`config.mk`:
```
export PLATFORM = sky130hd
export DESIGN_NAME = pudc_counter
export DESIGN_NICKNAME = d
export VERILOG_FILES = /design/src/include/pudc_pkg.sv /design/src/core/pudc_count_core.sv /design/src/core/pudc_irq_bank.sv /design/src/core/pudc_counter.sv
export SDC_FILE = /design/constraint.sdc
export NUM_CORES = 1
export LEC_CHECK = 0
export BUFFER_PORTS_ARGS = -buffer_cell sky130_fd_sc_hd__buf_2
export CORE_MARGIN = 2
export CORE_UTILIZATION = 42
export CTS_CLUSTER_DIAMETER = 150
export DETAILED_ROUTE_END_ITERATION = 8
export GPL_ROUTABILITY_DRIVEN = 0
export PLACE_DENSITY = 0.87
export SYNTH_ARGS = -nofsm -noshare
export SYNTH_HDL_FRONTEND = slang
export SYNTH_HIERARCHICAL = 1
export SYNTH_SLANG_ARGS = --single-unit
```
`constraint.sdc`:
```
create_clock -name clk -period 1.85 [get_ports clk]
set_input_delay 0.0925 -clock clk [delete_from_list [all_inputs] [get_ports clk]]
set_output_delay 0.0925 -clock clk [all_outputs]
set_load 0.01 [all_outputs]
```
`src/include/pudc_pkg.sv`:
```
// package: constants, register map and pin carriers of the presettable up/down counter
// ----------------------------------------------------------------------------
// Function
// - load high copies the four preset bits into the count.
// - load acts at once, without waiting for a clock edge.
// - direction high counts up, low counts down on each counting edge.
// - count steps only on a rising clock edge with counting enabled.
// - clear high forces the count to zero, above every other input.
// - carry-out feeds the next stage's carry-in; all stages share one clock.
// - counting up, carry-out is low only at all ones with carry-in low.
// - counting down, carry-out is low only at all zeros with carry-in low.
// - clock ignored while carry-in is high, or load or clear is high.
// - count shown in plain binary, bit 0 least significant.
// - carry-out low one cycle at 15 up or 0 down when counting; for as long as a held load or clear shows that count.
// ----------------------------------------------------------------------------
package pudc_pkg;
   // ----------------------------------------------------------------------
   // counter
   // ----------------------------------------------------------------------
   localparam int CNT_W = 4;
   localparam logic [CNT_W-1:0] CNT_ZERO = 4'h0;
   localparam logic [CNT_W-1:0] CNT_ONE = 4'h1;
   localparam logic [CNT_W-1:0] CNT_ALL = 4'hf;
   localparam logic [CNT_W-1:0] CNT_RST = 4'h0;
   // ----------------------------------------------------------------------
   // register map, byte addresses
   // ----------------------------------------------------------------------
   localparam int ADR_W = 8;
   localparam int DAT_W = 32;
   localparam logic [ADR_W-1:0] ADR_CTRL = 8'h00;
   localparam logic [ADR_W-1:0] ADR_STAT = 8'h04;
   localparam logic [ADR_W-1:0] ADR_IRQ_STAT = 8'h08;
   localparam logic [ADR_W-1:0] ADR_IRQ_MASK = 8'h0c;
   localparam logic [ADR_W-1:0] ADR_COUNT = 8'h10;
   localparam logic [DAT_W-1:0] DAT_ZERO = 32'h0000_0000;
   // control fields
   localparam int CTRL_RUN_BIT = 0;
   localparam logic CTRL_RUN_RST = 1'h1;
   // status fields
   localparam int STAT_CARRY_BIT = 0;
   localparam int STAT_DIR_BIT = 1;
   localparam int STAT_LOAD_BIT = 2;
   localparam int STAT_CLR_BIT = 3;
   localparam int STAT_CIN_BIT = 4;
   // interrupt fields
   localparam int IRQ_W = 3;
   localparam int IRQ_TERM_BIT = 0;
   localparam int IRQ_LOAD_BIT = 1;
   localparam int IRQ_CLR_BIT = 2;
   localparam logic [IRQ_W-1:0] IRQ_ZERO = 3'h0;
   localparam logic [IRQ_W-1:0] IRQ_MASK_RST = 3'h0;
   // ----------------------------------------------------------------------
   // pin carriers
   // ----------------------------------------------------------------------
   typedef struct packed {
      logic load_enable;
      logic counter_clear;
      logic up_count;
      logic carry_in_n;
      logic preset_bit_3;
      logic preset_bit_2;
      logic preset_bit_1;
      logic preset_bit_0;
   } pudc_pins_in_t;
   typedef struct packed {
      logic carry_out_n;
      logic count_bit_3;
      logic count_bit_2;
      logic count_bit_1;
      logic count_bit_0;
   } pudc_pins_out_t;
endpackage

```
`src/core/pudc_count_core.sv`:
```
// module: four-bit count state with clear, load and up/down step
`timescale 1ns/1ps
`default_nettype none
module pudc_count_core (
   // clock and reset
   input wire logic clk,
   input wire logic sys_rst,
   // control
   input wire logic counter_clear,
   input wire logic load_enable,
   input wire logic [pudc_pkg::CNT_W-1:0] preset,
   input wire logic up_count,
   input wire logic count_enable,
   // state
   output logic [pudc_pkg::CNT_W-1:0] count_q
);
   typedef struct packed {
      logic [pudc_pkg::CNT_W-1:0] count;
   } pudc_core_st_t;

   pudc_core_st_t st_reg;
   pudc_core_st_t st_next;

   // ------------------------------------------------------------------
   // next state
   // ------------------------------------------------------------------
   always_comb begin
      st_next = st_reg;
      if (counter_clear) begin
         st_next.count = pudc_pkg::CNT_ZERO;
      end else if (load_enable) begin
         st_next.count = preset;
      end else if (count_enable) begin
         // four-bit sum drops the carry, giving the wrap
         if (up_count) begin
            st_next.count = st_reg.count + pudc_pkg::CNT_ONE;
         end else begin
            st_next.count = st_reg.count - pudc_pkg::CNT_ONE;
         end
      end
   end

   always_ff @(posedge clk or posedge sys_rst) begin
      if (sys_rst) begin
         st_reg <= '{count: pudc_pkg::CNT_RST};
      end else begin
         st_reg <= st_next;
      end
   end

   assign count_q = st_reg.count;
endmodule // pudc_count_core
`default_nettype wire

```
`src/core/pudc_irq_bank.sv`:
```
// module: sticky interrupt status bits, write-one-to-clear, masked level output
`timescale 1ns/1ps
`default_nettype none
module pudc_irq_bank (
   // clock and reset
   input wire logic clk,
   input wire logic sys_rst,
   // events and software access
   input wire logic [pudc_pkg::IRQ_W-1:0] event_set,
   input wire logic clr_wr,
   input wire logic [pudc_pkg::IRQ_W-1:0] clr_data,
   input wire logic [pudc_pkg::IRQ_W-1:0] mask,
   // results
   output logic [pudc_pkg::IRQ_W-1:0] status,
   output logic irq
);
   typedef struct packed {
      logic [pudc_pkg::IRQ_W-1:0] stat;
   } pudc_irq_st_t;

   pudc_irq_st_t st_reg;
   pudc_irq_st_t st_next;
   logic [pudc_pkg::IRQ_W-1:0] stat_bit_next;

   // ------------------------------------------------------------------
   // per bit: an event in the clearing cycle wins over the clear
   // ------------------------------------------------------------------
   for (genvar i = 0; i < pudc_pkg::IRQ_W; i++) begin : g_bit
      assign stat_bit_next[i] = event_set[i] | (st_reg.stat[i] & ~(clr_wr & clr_data[i]));
   end

   always_comb begin
      st_next = st_reg;
      st_next.stat = stat_bit_next;
   end

   always_ff @(posedge clk or posedge sys_rst) begin
      if (sys_rst) begin
         st_reg <= '{stat: pudc_pkg::IRQ_ZERO};
      end else begin
         st_reg <= st_next;
      end
   end

   assign status = st_reg.stat;
   assign irq = |(st_reg.stat & mask);
endmodule // pudc_irq_bank
`default_nettype wire

```
`src/core/pudc_counter.sv`:
```
// module: presettable up/down binary counter with a classic wishbone register slave
`timescale 1ns/1ps
`default_nettype none
module pudc_counter (
   // clock and reset
   input wire logic clk,
   input wire logic sys_rst,
   // wishbone slave
   input wire logic wb_cyc_i,
   input wire logic wb_stb_i,
   input wire logic wb_we_i,
   input wire logic [pudc_pkg::ADR_W-1:0] wb_adr_i,
   input wire logic [3:0] wb_sel_i,
   input wire logic [pudc_pkg::DAT_W-1:0] wb_dat_i,
   output logic [pudc_pkg::DAT_W-1:0] wb_dat_o,
   output logic wb_ack_o,
   // counter pins, same clock as the controlling logic
   input wire pudc_pkg::pudc_pins_in_t pins_i,
   output pudc_pkg::pudc_pins_out_t pins_o,
   // interrupt
   output logic irq
);
   typedef struct packed {
      logic ack;
      logic [pudc_pkg::DAT_W-1:0] rdata;
      logic run;
      logic [pudc_pkg::IRQ_W-1:0] mask;
   } pudc_top_st_t;

   pudc_top_st_t st_reg;
   pudc_top_st_t st_next;

   logic [pudc_pkg::CNT_W-1:0] preset_vec;
   logic [pudc_pkg::CNT_W-1:0] count_q;
   logic [pudc_pkg::CNT_W-1:0] count_shown;
   logic carry_in_eff_n;
   logic count_enable;
   logic terminal;
   logic carry_out_n;
   logic load_active;
   logic [pudc_pkg::IRQ_W-1:0] event_set;
   logic [pudc_pkg::IRQ_W-1:0] irq_status;
   logic bus_req;
   logic bus_take;
   logic bus_wr;
   logic [pudc_pkg::DAT_W-1:0] rd_mux;

   // ------------------------------------------------------------------
   // counting control
   // ------------------------------------------------------------------
   assign preset_vec = {pins_i.preset_bit_3, pins_i.preset_bit_2, pins_i.preset_bit_1, pins_i.preset_bit_0};
   // a stopped run bit acts like a high carry-in, so a chain stays consistent
   assign carry_in_eff_n = pins_i.carry_in_n | ~st_reg.run;
   assign load_active = pins_i.load_enable & ~pins_i.counter_clear;
   assign count_enable = ~pins_i.load_enable & ~pins_i.counter_clear & ~carry_in_eff_n;

   pudc_count_core u_core (
      .clk(clk),
      .sys_rst(sys_rst),
      .counter_clear(pins_i.counter_clear),
      .load_enable(pins_i.load_enable),
      .preset(preset_vec),
      .up_count(pins_i.up_count),
      .count_enable(count_enable),
      .count_q(count_q)
   );

   // ------------------------------------------------------------------
   // outputs: clear and load bypass the register so they act at once
   // ------------------------------------------------------------------
   always_comb begin
      if (pins_i.counter_clear) begin
         count_shown = pudc_pkg::CNT_ZERO;
      end else if (pins_i.load_enable) begin
         count_shown = preset_vec;
      end else begin
         count_shown = count_q;
      end
   end

   // terminal count depends on direction; no register, so carry-in ripples through
   assign terminal = pins_i.up_count ? (count_shown == pudc_pkg::CNT_ALL)
                                     : (count_shown == pudc_pkg::CNT_ZERO);
   assign carry_out_n = ~(terminal & ~carry_in_eff_n);

   assign pins_o.carry_out_n = carry_out_n;
   assign pins_o.count_bit_3 = count_shown[3];
   assign pins_o.count_bit_2 = count_shown[2];
   assign pins_o.count_bit_1 = count_shown[1];
   assign pins_o.count_bit_0 = count_shown[0];

   // ------------------------------------------------------------------
   // interrupts
   // ------------------------------------------------------------------
   always_comb begin
      event_set = pudc_pkg::IRQ_ZERO;
      event_set[pudc_pkg::IRQ_TERM_BIT] = count_enable & ~carry_out_n;
      event_set[pudc_pkg::IRQ_LOAD_BIT] = load_active;
      event_set[pudc_pkg::IRQ_CLR_BIT] = pins_i.counter_clear;
   end

   pudc_irq_bank u_irq (
      .clk(clk),
      .sys_rst(sys_rst),
      .event_set(event_set),
      .clr_wr(bus_wr & (wb_adr_i == pudc_pkg::ADR_IRQ_STAT)),
      .clr_data(wb_dat_i[pudc_pkg::IRQ_W-1:0]),
      .mask(st_reg.mask),
      .status(irq_status),
      .irq(irq)
   );

   // ------------------------------------------------------------------
   // wishbone slave: one wait state, ack drops the cycle after it rose
   // ------------------------------------------------------------------
   assign bus_req = wb_cyc_i & wb_stb_i;
   assign bus_take = bus_req & ~st_reg.ack;
   // all fields live in byte lane 0, so only sel[0] enables a write
   assign bus_wr = bus_take & wb_we_i & wb_sel_i[0];

   always_comb begin
      rd_mux = pudc_pkg::DAT_ZERO;
      unique case (wb_adr_i)
         pudc_pkg::ADR_CTRL: begin
            rd_mux[pudc_pkg::CTRL_RUN_BIT] = st_reg.run;
         end
         pudc_pkg::ADR_STAT: begin
            rd_mux[pudc_pkg::STAT_CARRY_BIT] = carry_out_n;
            rd_mux[pudc_pkg::STAT_DIR_BIT] = pins_i.up_count;
            rd_mux[pudc_pkg::STAT_LOAD_BIT] = pins_i.load_enable;
            rd_mux[pudc_pkg::STAT_CLR_BIT] = pins_i.counter_clear;
            rd_mux[pudc_pkg::STAT_CIN_BIT] = pins_i.carry_in_n;
         end
         pudc_pkg::ADR_IRQ_STAT: begin
            rd_mux[pudc_pkg::IRQ_W-1:0] = irq_status;
         end
         pudc_pkg::ADR_IRQ_MASK: begin
            rd_mux[pudc_pkg::IRQ_W-1:0] = st_reg.mask;
         end
         pudc_pkg::ADR_COUNT: begin
            rd_mux[pudc_pkg::CNT_W-1:0] = count_shown;
         end
         default: begin
            rd_mux = pudc_pkg::DAT_ZERO;
         end
      endcase
   end

   always_comb begin
      st_next = st_reg;
      st_next.ack = bus_take;
      if (bus_take) begin
         st_next.rdata = rd_mux;
      end
      if (bus_wr && (wb_adr_i == pudc_pkg::ADR_CTRL)) begin
         st_next.run = wb_dat_i[pudc_pkg::CTRL_RUN_BIT];
      end
      if (bus_wr && (wb_adr_i == pudc_pkg::ADR_IRQ_MASK)) begin
         st_next.mask = wb_dat_i[pudc_pkg::IRQ_W-1:0];
      end
   end

   always_ff @(posedge clk or posedge sys_rst) begin
      if (sys_rst) begin
         st_reg <= '{ack: 1'b0, rdata: pudc_pkg::DAT_ZERO, run: pudc_pkg::CTRL_RUN_RST,
                     mask: pudc_pkg::IRQ_MASK_RST};
      end else begin
         st_reg <= st_next;
      end
   end

   assign wb_ack_o = st_reg.ack;
   assign wb_dat_o = st_reg.rdata;

   logic [pudc_pkg::CNT_W-1:0] pin_count;
   assign pin_count = {pins_o.count_bit_3, pins_o.count_bit_2, pins_o.count_bit_1, pins_o.count_bit_0};
endmodule // pudc_counter
`default_nettype wire

```
==> flow_metrics.tcl, run 1 <==
set metrics [dict create \
    outcome "complete, but fails checks" \
    violations "negative setup slack" \
    antenna_left 0 \
    fmax_mhz 531 \
    cts_max_level 1 \
    clk_path_buf_depth 2 \
    endpoint_kind "output port" \
    io_pins 96 \
    min_from "wb_dat_i[2]" \
    grt_max_degree 17 \
    fill_cells 326 \
    std_cell_rows 21 \
    drv_cap 0 \
    ir_worst_vdd_uv 226 \
    r2r_end "u_core/count_q[3]$_DFFE_PP0P_" \
    slew_viol_final 0 \
    stdcell_area_um2 1650 \
    whs_path_depth 2 \
    total_power_mw 0.792 \
    crit_type "flop to output port" \
    fin_hold_ws_ns 0.0405 \
    route.detailed.wl_per_inst_um 11.5 \
    synth.avg_cell_area_um2 8.59 \
    synth_seq_cells 17 \
    drive_above_1_share_pct 33.2 \
    totalWireLength_um 2930 \
    worstPathRequired_ns 1.76 \
    antenna_cells 0 \
    synth-main-ff-cell "dfrtp_1" \
    cts_inserted_buffers 3 \
    cts_sinks 17 \
    netlist_area_um2 1450 \
    m1WireLength_um 1290 \
    syn_to_final_growth_pct 13.8 \
    syn_inst 169 \
    seq_area_frac_synth_pct 29.4 \
    whs_endpoint "st_reg[2]$_DFFE_PP0P_" \
    hold_viol_final 0 \
    cts_tree "built" \
    largest_reg_flops 5 \
    worst_setup_path_start_kind "flop" \
    reg2reg_slack_ns 0.05 \
    routed.top_layer "met4" \
    finalCriticalPeriod_ns 1.88 \
    drc 0 \
    ys_warn_count 6 \
    initial_core_util_pct 43.5 \
    setup_slack_ns -0.0331 \
    hpwl_um 2300 \
    cts_root_buffer "clkbuf_4" \
    portBuffers 36 \
    fp.dieH_um 62.8 \
    place_area_um2 1560 \
    final_nets 269 \
    gr-total-overflow 0 \
    crit_fanout 2 \
    grt_pass1_wl_um 5000 \
    final.setup.tns_ns -0.0331 \
    holdCritPathClass "primary input to flop" \
    grt_setup_unrepaired "yes" \
    grt_pass1_vias 1132 \
    wl_met3_um 150 \
    setup_viol 1 \
    vias_per_cell 4.77 \
    dieArea_um2 3940 \
    synthArstFlopShare_pct 100 \
    powerDensity_nw_per_um2 480 \
    yosysUniqueCellTypes 49 \
    track_usage_pct 15.6 \
    place_ws_ns 0.0795 \
    synth_edf_count 0 \
    wl_met2_um 1480 \
    leakage_nw 0.844 \
    post-route-period-util_pct 102 \
    skew_ns 0.000459 \
    core_um2 3340 \
    antenna_found_initial 0 \
    cp.arrival_ns 1.79 \
    drtPass1Iterations 4 \
    vias 1211 \
    path_clk_slew_ns 0.10 \
    r2r_cells 6 \
    r2r-start "u_core/count_q[1]$_DFFE_PP0P_" \
    drt_iter0_drc 40 \
    fp.dieW_um 62.8 \
    clk_latency_ns 0.29 \
]
==> metrics by stage <==
stage,instances,utilization (%)
after global placement,244,46.7
after floorplan,195,-
after global routing,254,49.5
final,254,49.5
after CTS,253,48.8
after detailed placement,244,46.7
==> critical path: stages (launching register included) <==
cell     delay (ns)
dfrtp_1        0.41
mux2i_1        0.19
nor2_1         0.09
or4_4          0.49
a21o_1         0.19
buf_6          0.12
==> cell usage after synthesis, types with 3 or more instances <==
master	n	area share [%]
nor3_1	5	1.7
mux2i_1	6	4.1
clkbuf_1	6	1.6
nor2b_1	3	1.3
nand3_1	3	1.0
nand2_1	10	2.6
a21o_1	3	1.6
a21oi_1	10	3.4
dfrtp_1	16	28
nand2b_1	3	1.3
mux2_4	3	3.1
inv_1	9	2.3
nor2_1	15	3.9
buf_4	33	17
o21ai_0	5	1.7
==> what timing repair did <==
item                                   4_1_cts  5_1_grt
resized for setup                            1        4
hold buffers                                 1        0
endpoints found under the hold margin       16        0
setup endpoints to repair                    1        2
setup buffers                                4        1
==> kinds of logic after synthesis <==
family	after synthesis	share of synthesized area, %
and+or+nand+nor	53	20.3
buffers and inverters	49	21.7
AOI/OAI and AO/OA	34	16.0
DFF	17	29.4
muxes	10	8.02
adders and majority gates	3	3.10
xor gates and xnor gates	2	1.21
other	1	0.258
==> how the worst max path moves through the flow <==
stage / slack [ns] / startpoint / cells after the start / to
after floorplan: 0.11 / wb_ack_o$_DFF_PP0_ / 5 / st_reg[0]$_DFFE_PP0P_
after global placement: 0.08 / wb_adr_i[0] / 7 / u_irq/status[0]$_DFF_PP0_
after detailed placement: 0.08 / wb_adr_i[0] / 7 / u_irq/status[0]$_DFF_PP0_
after CTS: -0.05 / u_core/count_q[2]$_DFFE_PP0P_ / 5 / pins_o[4]
after global routing: -0.12 / u_core/count_q[1]$_DFFE_PP0P_ / 5 / pins_o[4]
final: -0.03 / u_core/count_q[1]$_DFFE_PP0P_ / 5 / pins_o[4]
==> cells in the final DEF (no fill, tap or decap), types with 2 or more instances in the layout <==
cell,Yosys,routed
a22o_1,2,2
dfrtp_1,16,15
buf_4,33,12
a21o_1,3,3
o21ai_0,5,5
or4_4,1,2
xnor2_1,2,2
a22oi_1,2,2
mux2i_1,6,5
nand2b_1,3,3
conb_1,1,27
mux2_4,3,3
nand3_1,3,3
nor3_1,5,5
clkbuf_4,0,3
a21oi_1,10,9
nor2b_1,3,3
nor2_1,15,15
nand2_1,10,10
inv_1,9,9
ha_1,2,2
buf_2,0,35
==> cell type report <==
cell class	instances	area [um^2]	share of cell area (%)
Clock buffer	3	22.5	1.36
Tap cell	46	57.6	3.48
Multi-Input combinational cell	129	818	49.5
Clock inverter	1	5.00	0.303
Sequential cell	17	428	25.9
Timing Repair Buffer	49	287	17.3
Inverter	9	33.8	2.05
==> power by group <==
part / internal, mW / switching (mW) / leakage (nW)
sequential: 0.379 / 0.00558 / 0.218
clock: 0.0805 / 0.125 / 0.0177
combinational: 0.0824 / 0.120 / 0.608
==> per-layer routing <==
layer | global-route usage [%] | vias up
met5 | 0 | -
met4 | 3.06 | 0
met3 | 3.24 | 2
met2 | 26.5 | 42
met1 | 20.7 | 565
li1 | - | 602
Note: power is estimated with default switching activity, not from simulation.
==> run 2, diff against run 1 <==
- CORE_UTILIZATION: 42 -> 43
- CTS_BUF_LIST: not set -> sky130_fd_sc_hd__clkbuf_8
- PLACE_DENSITY: 0.87 -> 0.89
==> flow_metrics.tcl, run 2 (synthesized netlist as in run 1, its figures left out) <==
set metrics [dict create \
    crit_fanout 3 \
    vias_per_cell 4.71 \
    fp.dieW_um 62.1 \
    grt_pass1_wl_um 4660 \
    layout_common_cells "buf_2, conb_1, dfrtp_1, nor2_1" \
    cts_tree "built" \
    antenna_found_initial 0 \
    drive_above_1_share_pct 33.3 \
    leakage_nw 0.845 \
    total_power_mw 0.875 \
    cts_inserted_buffers 3 \
    fill_cells 319 \
    register_area_um2 427 \
    whs_endpoint "st_reg[2]$_DFFE_PP0P_" \
    dieArea_um2 3860 \
    whs_path_depth 2 \
    drtPass1Iterations 4 \
    r2r-start "u_core/count_q[2]$_DFFE_PP0P_" \
    setup_viol 1 \
    cts_sinks 17 \
    ir_worst_vdd_uv 238 \
    gr-total-overflow 0 \
    clk_latency_ns 0.25 \
    multi_input_area_um2 835 \
    outcome "complete, but fails checks" \
    io_pins 96 \
    finalCriticalPeriod_ns 1.91 \
    post-route-period-util_pct 103 \
    drc 0 \
    powerDensity_nw_per_um2 522 \
    r2r_end "u_core/count_q[3]$_DFFE_PP0P_" \
    holdCritPathClass "primary input to flop" \
    portBuffers 36 \
    fmax_mhz 523 \
    syn_to_final_growth_pct 15.4 \
    final_nets 268 \
    endpoint_kind "output port" \
    std_cell_rows 21 \
    worstPathRequired_ns 1.76 \
    crit_start "u_core/count_q[1]$_DFFE_PP0P_" \
    hpwl_um 2350 \
    grt_pass1_vias 1089 \
    min_from "wb_dat_i[2]" \
    drv_cap 0 \
    setup_slack_ns -0.0639 \
    largest_reg_flops 5 \
    cts_max_level 1 \
    vias 1192 \
    path_clk_slew_ns 0.07 \
    grt_max_degree 17 \
    clk_path_buf_depth 2 \
    route.detailed.wl_per_inst_um 12.1 \
    fp.dieH_um 62.1 \
    slew_viol_final 0 \
    utilization_pct 51.0 \
    drt_iter0_drc 54 \
    worst_setup_path_start_kind "flop" \
    track_usage_pct 16.1 \
    cts_root_buffer "clkbuf_8" \
    crit_type "flop to output port" \
    totalWireLength_um 3060 \
    antenna_left 0 \
    core_um2 3280 \
    initial_core_util_pct 44.2 \
    cp.arrival_ns 1.82 \
    violations "negative setup slack" \
    place_area_um2 1570 \
    hold_viol_final 0 \
    r2r_cells 5 \
    grt_setup_unrepaired "yes" \
    antenna_cells 0 \
    reg2reg_slack_ns 0.09 \
    final_common_cell "buf_2" \
    stdcell_area_um2 1680 \
    skew_ns 0.000933 \
]
-- run 2: metrics by stage --
step	instances	setup TNS (ns)	setup WS [ns]	hold slack [ns]
finish	253	-0.0639	-0.0639	0.0849
global placement	245	0	0.0615	-0.0188
detailed placement	245	0	0.0627	-0.00529
global route	253	-0.128	-0.128	0.0814
CTS	250	-0.0788	-0.0788	0.0777
floorplan	195	0	0.115	-0.154
-- run 2: timing repair --
item,4_1_cts,5_1_grt
hold buffers,1,0
endpoints found under the setup margin,1,2
pin swaps,0,1
setup buffers,0,3
resized for setup,3,4
endpoints found under the hold margin,16,0
-- run 2: area by class of cell --
cell class	count	share of cell area, %
clock inverters	1	0.299
multi-input cells	129	49.8
clock buffers	3	2.46
repair buffers	48	16.5
flip-flops and latches	17	25.5
well taps	46	3.44
inverters	9	2.02
-- run 2: worst max path at each step --
stage	end	slack, ns	cells past startpoint
2_1_floorplan	st_reg[0]$_DFFE_PP0P_	0.11	5
3_3_place_gp	u_irq/status[0]$_DFF_PP0_	0.06	7
3_5_place_dp	u_irq/status[0]$_DFF_PP0_	0.06	7
4_1_cts	pins_o[4]	-0.08	6
5_1_grt	pins_o[4]	-0.13	5
6_report	pins_o[4]	-0.06	5
-- run 2: where the power goes --
| part | internal [mW] | total, mW | leakage (nW) | switching (mW) |
|---|---|---|---|---|
| Combinational | 0.0838 | 0.207 | 0.600 | 0.123 |
| Clock | 0.150 | 0.282 | 0.0255 | 0.133 |
| Sequential | 0.379 | 0.385 | 0.220 | 0.00630 |
-- run 2: routing by layer --
metal  up-vias  share of wire [%]  global-route usage (%)
met5         -                  0                       0
met4         0               0.33                    3.95
met3         2                5.7                    3.11
met2        41                 52                    29.2
met1       548                 42                    19.4
li1        601                  -                       -
-- run 2: critical path, cell delays in order (launching register included) --
cell and delay [ns]:
dfrtp_1 0.41, mux2i_1 0.23, nor2_1 0.08, or4_4 0.49, a21o_1 0.21, buf_2 0.14
